`config.mk`:
```
export PLATFORM = sky130hd
export DESIGN_NAME = can_mob_access
export DESIGN_NICKNAME = d
export VERILOG_FILES = /design/src/pkg/mob_pkg.sv /design/src/core/can_mob_access.sv /design/src/core/mob_accept_filter.sv
export SDC_FILE = /design/constraint.sdc
export NUM_CORES = 2
export LEC_CHECK = 0
export BUFFER_PORTS_ARGS = -buffer_cell sky130_fd_sc_hd__buf_2
export CAP_MARGIN = 10
export CORE_ASPECT_RATIO = 1.25
export CORE_MARGIN = 10
export CORE_UTILIZATION = 26
export CTS_BUF_LIST = sky130_fd_sc_hd__clkbuf_16
export DETAILED_ROUTE_END_ITERATION = 8
export GPL_TIMING_DRIVEN = 1
export PLACE_DENSITY = 0.5
export RECOVER_POWER = 50
export REMOVE_ABC_BUFFERS = 1
export SYNTH_ARGS = -nofsm -noshare
export SYNTH_HDL_FRONTEND = slang
export SYNTH_SLANG_ARGS = --single-unit
```
`constraint.sdc`:
```
create_clock -name i_core_clk -period 3.5 [get_ports i_core_clk]
set_input_delay 0.175 -clock i_core_clk [delete_from_list [all_inputs] [get_ports i_core_clk]]
set_output_delay 0.175 -clock i_core_clk [all_outputs]
set_load 0.02 [all_outputs]
```
`src/pkg/mob_pkg.sv`:
```
// Constants and helpers for the message-object access block
package mob_pkg;
  localparam int MOB_COUNT = 6;
  localparam int MOB_W = 3;
  localparam int IDX_W = 3;
  localparam int BYTES_PER_MOB = 8;
  localparam int SEL_W = MOB_W + IDX_W;
  localparam int ADDR_W = 8;
  localparam logic [MOB_W-1:0] MOB_LAST = MOB_W'(MOB_COUNT - 1);

  localparam logic [ADDR_W-1:0] OFF_PAGE = 8'h00;
  localparam logic [ADDR_W-1:0] OFF_MASK = 8'h04;
  localparam logic [ADDR_W-1:0] OFF_TAG = 8'h08;
  localparam logic [ADDR_W-1:0] OFF_DLC = 8'h0c;
  localparam logic [ADDR_W-1:0] OFF_STAMP_LO = 8'h10;
  localparam logic [ADDR_W-1:0] OFF_STAMP_HI = 8'h14;
  localparam logic [ADDR_W-1:0] OFF_DATA = 8'h18;

  localparam int PAGE_IDX_LSB = 0;
  localparam int PAGE_AINC_BIT = 3;
  localparam int PAGE_MOB_LSB = 4;
  localparam int EFF_LEN_LSB = 8;

  localparam int MASK_ID_LSB = 3;
  localparam int MASK_RTR_BIT = 2;
  localparam int MASK_IDE_BIT = 0;
  // Bit 1 is reserved: stored as zero and excluded from comparison
  localparam logic [31:0] MASK_WRITABLE = 32'hffff_fffd;
  localparam logic [31:0] MASK_RESET = 32'h0000_0000;
  localparam logic [31:0] TAG_RESET = 32'h0000_0000;
  localparam logic [3:0] DLC_RESET = 4'h0;
  localparam logic [3:0] DLC_MAX = 4'h8;
  localparam logic [15:0] STAMP_RESET = 16'h0000;
  localparam logic [15:0] STAMP_TOP = 16'hffff;

  localparam logic [1:0] RESP_OKAY = 2'b00;
  localparam logic [1:0] RESP_SLVERR = 2'b10;

  function automatic logic [3:0] eff_len(input logic [3:0] dlc);
    eff_len = (dlc > DLC_MAX) ? DLC_MAX : dlc;
  endfunction

  function automatic logic [31:0] merge_strb(input logic [31:0] old_v, input logic [31:0] new_v,
                                             input logic [3:0] strb);
    merge_strb = old_v;
    for (int b = 0; b < 4; b++) begin
      if (strb[b]) begin
        merge_strb[8*b +: 8] = new_v[8*b +: 8];
      end
    end
    merge_strb = merge_strb & MASK_WRITABLE;
  endfunction
endpackage

```
`src/core/can_mob_access.sv`:
```
// Message-object register access: masks, tags, time stamps and paged data window
//
// Implementation choices: the placing of the registers and the AXI4-Lite slave port.
`timescale 1ns/10ps
module can_mob_access (
  input wire logic i_core_clk,
  input wire logic i_nrst,
  input wire logic i_clk_en,
  input wire logic [mob_pkg::ADDR_W-1:0] i_awaddr,
  input wire logic i_awvalid,
  output logic o_awready,
  input wire logic [31:0] i_wdata,
  input wire logic [3:0] i_wstrb,
  input wire logic i_wvalid,
  output logic o_wready,
  output logic [1:0] o_bresp,
  output logic o_bvalid,
  input wire logic i_bready,
  input wire logic [mob_pkg::ADDR_W-1:0] i_araddr,
  input wire logic i_arvalid,
  output logic o_arready,
  output logic [31:0] o_rdata,
  output logic [1:0] o_rresp,
  output logic o_rvalid,
  input wire logic i_rready,
  input wire logic i_rx_valid,
  input wire logic [28:0] i_rx_id,
  input wire logic i_rx_rtr,
  input wire logic i_rx_ide,
  output logic o_hit,
  output logic [mob_pkg::MOB_W-1:0] o_hit_mob,
  output logic [3:0] o_tx_len
);
  import mob_pkg::*;

  logic [ADDR_W-1:0] awaddr_q;
  logic [31:0] wdata_q;
  logic [3:0] wstrb_q;
  logic [MOB_W-1:0] page_mob_q;
  logic [IDX_W-1:0] page_idx_q;
  logic ainc_q;
  logic [15:0] ts_cnt_q;
  logic [31:0] mask_q [MOB_COUNT];
  logic [31:0] tag_q [MOB_COUNT];
  logic [3:0] dlc_q [MOB_COUNT];
  logic [15:0] stamp_q [MOB_COUNT];
  logic [7:0] data_q [MOB_COUNT*BYTES_PER_MOB];

  logic wr_go, rd_go, wr_page, wr_data, rd_data, mob_ok, rd_ok, hit;
  logic [SEL_W-1:0] sel;
  logic [31:0] cur_mask, cur_tag, rd_val, rx_word;
  logic [3:0] cur_dlc;
  logic [15:0] cur_stamp;
  logic [7:0] cur_byte;
  logic [MOB_COUNT-1:0] match;
  logic [MOB_W-1:0] hit_idx;

  function automatic logic addr_ok(input logic [ADDR_W-1:0] a);
    addr_ok = (a == OFF_PAGE) || (a == OFF_MASK) || (a == OFF_TAG) || (a == OFF_DLC) ||
              (a == OFF_STAMP_LO) || (a == OFF_STAMP_HI) || (a == OFF_DATA);
  endfunction

  // Write fires once both address and data are held and the last response is gone
  assign wr_go = !o_awready && !o_wready && !o_bvalid && i_clk_en;
  assign rd_go = o_arready && i_arvalid && i_clk_en;
  assign wr_page = wr_go && (awaddr_q == OFF_PAGE) && wstrb_q[0];
  assign wr_data = wr_go && (awaddr_q == OFF_DATA) && wstrb_q[0] && mob_ok;
  assign rd_data = rd_go && (i_araddr == OFF_DATA);
  // Pages past the last object read as zero and drop writes
  assign mob_ok = (page_mob_q <= MOB_LAST);
  assign sel = {page_mob_q, page_idx_q};
  assign cur_mask = mob_ok ? mask_q[page_mob_q] : '0;
  assign cur_tag = mob_ok ? tag_q[page_mob_q] : '0;
  assign cur_dlc = mob_ok ? dlc_q[page_mob_q] : '0;
  assign cur_stamp = mob_ok ? stamp_q[page_mob_q] : '0;
  assign cur_byte = mob_ok ? data_q[sel] : '0;
  assign rx_word = {i_rx_id, i_rx_rtr, 1'b0, i_rx_ide};

  always_ff @(posedge i_core_clk or negedge i_nrst) begin
    if (!i_nrst) begin
      o_awready <= 1'b1;
      awaddr_q <= '0;
    end else if (i_clk_en) begin
      if (o_awready && i_awvalid) begin
        o_awready <= 1'b0;
        awaddr_q <= i_awaddr;
      end else if (wr_go) begin
        o_awready <= 1'b1;
      end
    end
  end

  always_ff @(posedge i_core_clk or negedge i_nrst) begin
    if (!i_nrst) begin
      o_wready <= 1'b1;
      wdata_q <= '0;
      wstrb_q <= '0;
    end else if (i_clk_en) begin
      if (o_wready && i_wvalid) begin
        o_wready <= 1'b0;
        wdata_q <= i_wdata;
        wstrb_q <= i_wstrb;
      end else if (wr_go) begin
        o_wready <= 1'b1;
      end
    end
  end

  always_ff @(posedge i_core_clk or negedge i_nrst) begin
    if (!i_nrst) begin
      o_bvalid <= 1'b0;
      o_bresp <= RESP_OKAY;
    end else if (i_clk_en) begin
      if (wr_go) begin
        o_bvalid <= 1'b1;
        o_bresp <= addr_ok(awaddr_q) ? RESP_OKAY : RESP_SLVERR;
      end else if (i_bready) begin
        o_bvalid <= 1'b0;
      end
    end
  end

  always_comb begin
    rd_val = '0;
    rd_ok = 1'b1;
    case (i_araddr)
      OFF_PAGE: begin
        rd_val[PAGE_MOB_LSB +: MOB_W] = page_mob_q;
        rd_val[PAGE_AINC_BIT] = ainc_q;
        rd_val[PAGE_IDX_LSB +: IDX_W] = page_idx_q;
      end
      OFF_MASK: rd_val = cur_mask;
      OFF_TAG: rd_val = cur_tag;
      OFF_DLC: begin
        rd_val[3:0] = cur_dlc;
        rd_val[EFF_LEN_LSB +: 4] = eff_len(cur_dlc);
      end
      OFF_STAMP_LO: rd_val[7:0] = cur_stamp[7:0];
      OFF_STAMP_HI: rd_val[7:0] = cur_stamp[15:8];
      OFF_DATA: rd_val[7:0] = cur_byte;
      default: rd_ok = 1'b0;
    endcase
  end

  always_ff @(posedge i_core_clk or negedge i_nrst) begin
    if (!i_nrst) begin
      o_arready <= 1'b1;
      o_rvalid <= 1'b0;
      o_rdata <= '0;
      o_rresp <= RESP_OKAY;
    end else if (i_clk_en) begin
      if (rd_go) begin
        o_arready <= 1'b0;
        o_rvalid <= 1'b1;
        o_rdata <= rd_val;
        o_rresp <= rd_ok ? RESP_OKAY : RESP_SLVERR;
      end else if (o_rvalid && i_rready) begin
        o_rvalid <= 1'b0;
        o_arready <= 1'b1;
      end
    end
  end

  // A page write wins over any increment in the same cycle
  always_ff @(posedge i_core_clk or negedge i_nrst) begin
    if (!i_nrst) begin
      page_mob_q <= '0;
      page_idx_q <= '0;
      ainc_q <= 1'b0;
    end else if (i_clk_en) begin
      if (wr_page) begin
        page_mob_q <= wdata_q[PAGE_MOB_LSB +: MOB_W];
        page_idx_q <= wdata_q[PAGE_IDX_LSB +: IDX_W];
        ainc_q <= wdata_q[PAGE_AINC_BIT];
      end else if (ainc_q) begin
        page_idx_q <= page_idx_q + IDX_W'(rd_data) + IDX_W'(wr_data);
      end
    end
  end

  // Stored mask and tag keep the reserved bit at zero whatever software writes
  always_ff @(posedge i_core_clk or negedge i_nrst) begin
    if (!i_nrst) begin
      for (int m = 0; m < MOB_COUNT; m++) begin
        mask_q[m] <= MASK_RESET;
        tag_q[m] <= TAG_RESET;
        dlc_q[m] <= DLC_RESET;
      end
    end else if (i_clk_en && wr_go && mob_ok) begin
      if (awaddr_q == OFF_MASK) begin
        mask_q[page_mob_q] <= merge_strb(mask_q[page_mob_q], wdata_q, wstrb_q);
      end
      if (awaddr_q == OFF_TAG) begin
        tag_q[page_mob_q] <= merge_strb(tag_q[page_mob_q], wdata_q, wstrb_q);
      end
      if ((awaddr_q == OFF_DLC) && wstrb_q[0]) begin
        dlc_q[page_mob_q] <= wdata_q[3:0];
      end
    end
  end

  // Data bytes carry no reset value
  always_ff @(posedge i_core_clk) begin
    if (i_clk_en && wr_data) begin
      data_q[sel] <= wdata_q[7:0];
    end
  end

  for (genvar g = 0; g < MOB_COUNT; g++) begin : g_filt
    mob_accept_filter u_filt (
      .i_core_clk(i_core_clk),
      .i_nrst(i_nrst),
      .i_mask(mask_q[g]),
      .i_tag(tag_q[g]),
      .i_rx(rx_word),
      .o_match(match[g])
    );
  end

  // Lowest-numbered matching object takes the frame
  always_comb begin
    hit_idx = '0;
    for (int m = MOB_COUNT - 1; m >= 0; m--) begin
      if (match[m]) begin
        hit_idx = MOB_W'(m);
      end
    end
  end
  assign hit = i_rx_valid && (match != '0);

  // Free-running stamp counter; wraps through the full 16-bit range
  always_ff @(posedge i_core_clk or negedge i_nrst) begin
    if (!i_nrst) begin
      ts_cnt_q <= STAMP_RESET;
    end else if (i_clk_en) begin
      ts_cnt_q <= ts_cnt_q + 16'h0001;
    end
  end

  // Stamps are loaded only by accepted frames, never by the bus
  always_ff @(posedge i_core_clk or negedge i_nrst) begin
    if (!i_nrst) begin
      for (int m = 0; m < MOB_COUNT; m++) begin
        stamp_q[m] <= STAMP_RESET;
      end
    end else if (i_clk_en && hit) begin
      stamp_q[hit_idx] <= ts_cnt_q;
    end
  end

  always_ff @(posedge i_core_clk or negedge i_nrst) begin
    if (!i_nrst) begin
      o_hit <= 1'b0;
      o_hit_mob <= '0;
      o_tx_len <= '0;
    end else if (i_clk_en) begin
      o_hit <= hit;
      if (hit) begin
        o_hit_mob <= hit_idx;
      end
      o_tx_len <= eff_len(cur_dlc);
    end
  end

  stamp_ro_a: assert property (@(posedge i_core_clk) disable iff (!i_nrst)
    (wr_go && (awaddr_q == OFF_STAMP_LO || awaddr_q == OFF_STAMP_HI) && !hit) |=> $stable(cur_stamp))
    else $error("time stamp changed by a bus write");
  stamp_wrap_a: assert property (@(posedge i_core_clk) disable iff (!i_nrst)
    (i_clk_en && ts_cnt_q == STAMP_TOP) |=> (ts_cnt_q == STAMP_RESET))
    else $error("stamp counter did not wrap to zero");
  page_load_a: assert property (@(posedge i_core_clk) disable iff (!i_nrst)
    wr_page |=> (page_idx_q == $past(wdata_q[IDX_W-1:0])) && (page_mob_q == $past(wdata_q[PAGE_MOB_LSB +: MOB_W])))
    else $error("page write not taken as new selection");
  data_read_a: assert property (@(posedge i_core_clk) disable iff (!i_nrst)
    rd_data |=> o_rvalid && (o_rdata == {24'h000000, $past(cur_byte)}))
    else $error("data window read returned wrong byte");
  auto_inc_a: assert property (@(posedge i_core_clk) disable iff (!i_nrst)
    (ainc_q && rd_data && !wr_go) |=> (page_idx_q == IDX_W'($past(page_idx_q) + 3'h1)))
    else $error("index did not advance after data access");
  idx_wrap_a: assert property (@(posedge i_core_clk) disable iff (!i_nrst)
    (ainc_q && wr_data && !rd_data && page_idx_q == 3'h7) |=> (page_idx_q == 3'h0))
    else $error("index did not wrap from seven to zero");
  len_clamp_a: assert property (@(posedge i_core_clk) disable iff (!i_nrst)
    (i_clk_en && cur_dlc > DLC_MAX) |=> (o_tx_len == DLC_MAX))
    else $error("length above eight not clamped");
  hit_report_a: assert property (@(posedge i_core_clk) disable iff (!i_nrst)
    (i_clk_en && hit) |=> o_hit && (o_hit_mob == $past(hit_idx)) ##0 (stamp_q[o_hit_mob] == $past(ts_cnt_q)))
    else $error("accepted frame not reported or stamped");

  wrap_seen_c: cover property (@(posedge i_core_clk) disable iff (!i_nrst) ainc_q && wr_data && page_idx_q == 3'h7);
  hit_seen_c: cover property (@(posedge i_core_clk) disable iff (!i_nrst) hit ##1 rd_go);
  burst_c: cover property (@(posedge i_core_clk) disable iff (!i_nrst) rd_data ##[1:4] rd_data);
endmodule

```
`src/core/mob_accept_filter.sv`:
```
// Per-object acceptance comparison of a received identifier word
`timescale 1ns/10ps
module mob_accept_filter (
  input wire logic i_core_clk,
  input wire logic i_nrst,
  input wire logic [31:0] i_mask,
  input wire logic [31:0] i_tag,
  input wire logic [31:0] i_rx,
  output logic o_match
);
  import mob_pkg::*;

  logic [31:0] diff;

  // A clear mask bit forces the compare true; reserved bit 1 never takes part
  assign diff = (i_rx ^ i_tag) & i_mask & MASK_WRITABLE;
  assign o_match = (diff == 32'h0000_0000);

  id_mask_a: assert property (@(posedge i_core_clk) disable iff (!i_nrst)
    ((i_mask[31:MASK_ID_LSB] & (i_rx[31:MASK_ID_LSB] ^ i_tag[31:MASK_ID_LSB])) != '0) |-> !o_match)
    else $error("enabled identifier bit mismatch accepted");
  rtr_mask_a: assert property (@(posedge i_core_clk) disable iff (!i_nrst)
    (i_mask[MASK_RTR_BIT] && (i_rx[MASK_RTR_BIT] != i_tag[MASK_RTR_BIT])) |-> !o_match)
    else $error("enabled remote request mismatch accepted");
  ide_mask_a: assert property (@(posedge i_core_clk) disable iff (!i_nrst)
    (i_mask[MASK_IDE_BIT] && (i_rx[MASK_IDE_BIT] != i_tag[MASK_IDE_BIT])) |-> !o_match)
    else $error("enabled extension mismatch accepted");
  // Field-by-field view, so a reserved bit that leaks into the compare is caught
  masked_pass_a: assert property (@(posedge i_core_clk) disable iff (!i_nrst)
    (((i_mask[31:MASK_ID_LSB] & (i_rx[31:MASK_ID_LSB] ^ i_tag[31:MASK_ID_LSB])) == '0) &&
     (!i_mask[MASK_RTR_BIT] || (i_rx[MASK_RTR_BIT] == i_tag[MASK_RTR_BIT])) &&
     (!i_mask[MASK_IDE_BIT] || (i_rx[MASK_IDE_BIT] == i_tag[MASK_IDE_BIT]))) |-> o_match)
    else $error("frame rejected although all enabled bits match");
endmodule

```
==> results.tsv <==
metric	value	unit
CP Launch Type	flop	
cells after synthesis	3593	
H-tree Lvls	3	
Synth Cell Area	43250	um2
Die W	384.8	um
Avg Cell Area, Syn	12.04	um2
Fillers	16880	
pin count of the biggest net entering global routing	92	
DIE AREA	183200	um2
Async SR Flop Fraction	0.6121	
cts bufs inserted	110	
CP max FO	16	
Setup CP Type	reg2reg	
pwr dens	639.0	nW/um2
max_cap viols	8	
Detailed Place HPWL	107800	um
starting density of the core	0.2614	
status	complete, but fails checks	
final core utilization	0.3131	
count of input and output buffers	138	
Synth Register Bits	990	
Met2 Wirelength	72960	um
Detail Route met3 WL	12560	um
post-route cell area	51820	um2
area post-placement	47690	um2
Final #Nets	3938	
Data arrival, critical path	3760	ps
overall routing resource usage	0.1702	
library cells used by synthesis	69	
row count	167	
gp weighted congestion	0.8752	
delay-heaviest family, CP	simple AND/OR/NAND/NOR gates	
slew margin rel.	-0.7506	
Remaining DRCs	0	
CTS root buf	clkbuf_16	
total wire length	160100	um
fin crit share	0.9083	
cell with the most instances on the worst path	nand4_1	
clk slew on worst S/H paths	60	ps
CP cell instances	xor2_1 > a22o_1 > a221oi_1 > nand4_1 > or3_1 > and4_1 > nand4_1 > buf_4 > mux2_2	
CTS max path bufs	3	
min Tclk post-route	3179	ps
VDD IR max	500.4	uV
Hold WC Path Type	in2reg	
Sink Count	990	
wire per inst	26.06	um
Clock Latency Late Sink	770	ps
final setup fails	0	
DP Worst Slack	377.1	ps
Crit path buffers/inverters	1	
fin. max-slew vios	406	
highest metal used	met5	
Synth Flop Type	dfrtp_1	
1st-pass router iterations	6	
Leakage	0.02084	uW
vias in the first global route	31670	
DRT antenna net count	0	
Post-Route Setup TNS	0	ps
Resized cells post-CTS	0	
Core ar.	165500	um2
CTS tree	built	
DIE HEIGHT	476.0	um
grt ovf	0	
top-level port count	141	
number of DRC markers in iteration 0	2959	
M1 wire length	68830	um
sequential area share after synthesis	0.6173	
initial antenna violation count	15	
Non-Filler Instances	6145	
unrepaired setup endpoints after global routing	no	
Post-Place Cells	5872	
Peak Freq	314.6	MHz
failing checks	capacitance limit, slew limit	
Tightest Pin Transition	2626	ps
area delta synth->final	19.81	%
via count	31400	
Worst setup EP type	flop	
Final WS setup	320.9	ps
first-pass GRT wire length	230400	um
vias per cell	5.110	
critical path's largest stage delay	510	ps
cell at the slowest stage of the critical path	a221oi_1	
Post-synth EDFFs	384	
fraction of layout cells with a size suffix above 1	0.1896	
Final Hold Viols	0	
Setup Skew	70.00	ps
WP data required	4080	ps
YS warnings	0	
## worst paths after layout
path / startpoint / to / slack [ps] / depth (start not counted)
min in group asynchronous: i_nrst / tag_q[23] / 570 / 2
max in group asynchronous: i_nrst / tag_q[64] / 680 / 3
min reg2reg: o_rdata[19] / o_rdata[19] / 480 / 2
max reg2reg: tag_q[172] / stamp_q[7] / 320 / 9
max: tag_q[172] / stamp_q[7] / 320 / 9
min: i_clk_en / ts_cnt_q[2] / 60 / 4
## cell usage in the layout (no fill, tap or decap), types with 10 or more instances in the layout
cell,instances
clkinv_1,37
edfxtp_1,384
a22oi_1,355
dlygate4sd3_1,55
dfrtp_1,596
mux2_1,16
clkinv_2,17
a31oi_1,30
nand4_1,36
xor2_1,191
nand3_1,88
xnor2_1,10
nor2_1,122
buf_12,27
a221oi_1,45
clkbuf_16,110
clkbuf_1,46
o21ai_0,420
nand2b_1,34
mux2_4,10
a222oi_1,11
mux2_2,216
mux2i_1,54
buf_4,164
o221ai_1,11
buf_2,107
a22o_1,40
a21oi_1,67
nand2_2,12
nand2_1,426
inv_1,21
bufinv_16,14
## worst register-to-register path: stages, from the launching register on
cell and delay (ps):
dfrtp_1 400, xor2_1 180, a22o_1 260, a221oi_1 510, nand4_1 170, or3_1 440
and4_1 250, nand4_1 90, buf_4 300, mux2_2 390
## routing by layer
layer | track usage | vias to the layer above
met1 | 0.2268 | 16130
met4 | 0.06302 | 12
li1 | - | 13830
met3 | 0.03894 | 259
met5 | 0 | -
met2 | 0.2688 | 1167
## what timing repair did
| action | CTS | global route |
|---|---|---|
| buffers inserted | 0 | 0 |
| endpoints found under the hold margin | 323 | 0 |
| hold buffers | 55 | 0 |
## power breakdown
| part | switching [uW] | internal (uW) |
|---|---|---|
| registers | 984 | 13300 |
| clock network | 5130 | 6780 |
| logic | 4860 | 2020 |
| total | 11000 | 22100 |
## registers in the layout (all words and copies together) (netlist names), 4 cells and up
signal	count
wdata_q	32
o_rdata	32
ts_cnt_q	16
awaddr_q	8
mask_q	186
o_tx_len	4
data_q	384
stamp_q	96
dlc_q	24
wstrb_q	4
tag_q	186
## final cells by class
class,count,area [um2],share of cell area
Multi-Input combinational cell,2327,15550,0.3002
Timing Repair Buffer,402,3054,0.05894
Antenna cell,9,22.52,0.0004346
Clock buffer,110,2753,0.05312
Inverter,12,45.04,0.0008692
Tap cell,2197,2749,0.05305
Clock inverter,98,932.1,0.01799
Sequential cell,990,26710,0.5154
## Yosys cell counts (all sizes together), types with 30 or more instances
cell	number	area, um2
nor2	126	473.0
nand2	438	1644
nand4	36	225.2
a31oi	30	187.7
mux2i	54	540.5
xor2	191	1673
mux2	242	2763
clkbuf	215	809.5
a22o	40	350.3
buf	50	255.2
a221oi	48	439.2
a22oi	355	2665
dfrtp	603	15090
edfxtp	384	11530
nand2b	34	212.7
a21oi	67	335.3
nand3	89	445.4
o21ai	422	2112
## cell families (layout without fill, tap and decap cells)
kind of cell,Yosys count,count (layout),share of synthesized area
AO/OA/AOI/OAI,1034,1034,0.1552
AND/OR/NAND/NOR,782,782,0.07897
flip-flops,990,990,0.6173
adder cells (fa/ha/maj),3,3,0.001041
XOR/XNOR,201,201,0.04070
multiplexers,305,305,0.08106
buffers and inverters,277,622,0.02566
other,1,11,0.00008670
## per-stage QoR
step / power, uW / hold WS, ps
2_1_floorplan: 17340 / -120.6
3_3_place_gp: 21270 / 216.5
3_5_place_dp: 21310 / 215.8
4_1_cts: 33270 / 27.12
5_1_grt: 34250 / 68.42
6_report: 33110 / 55.27
No activity file was read; power rests on OpenSTA's default activity.
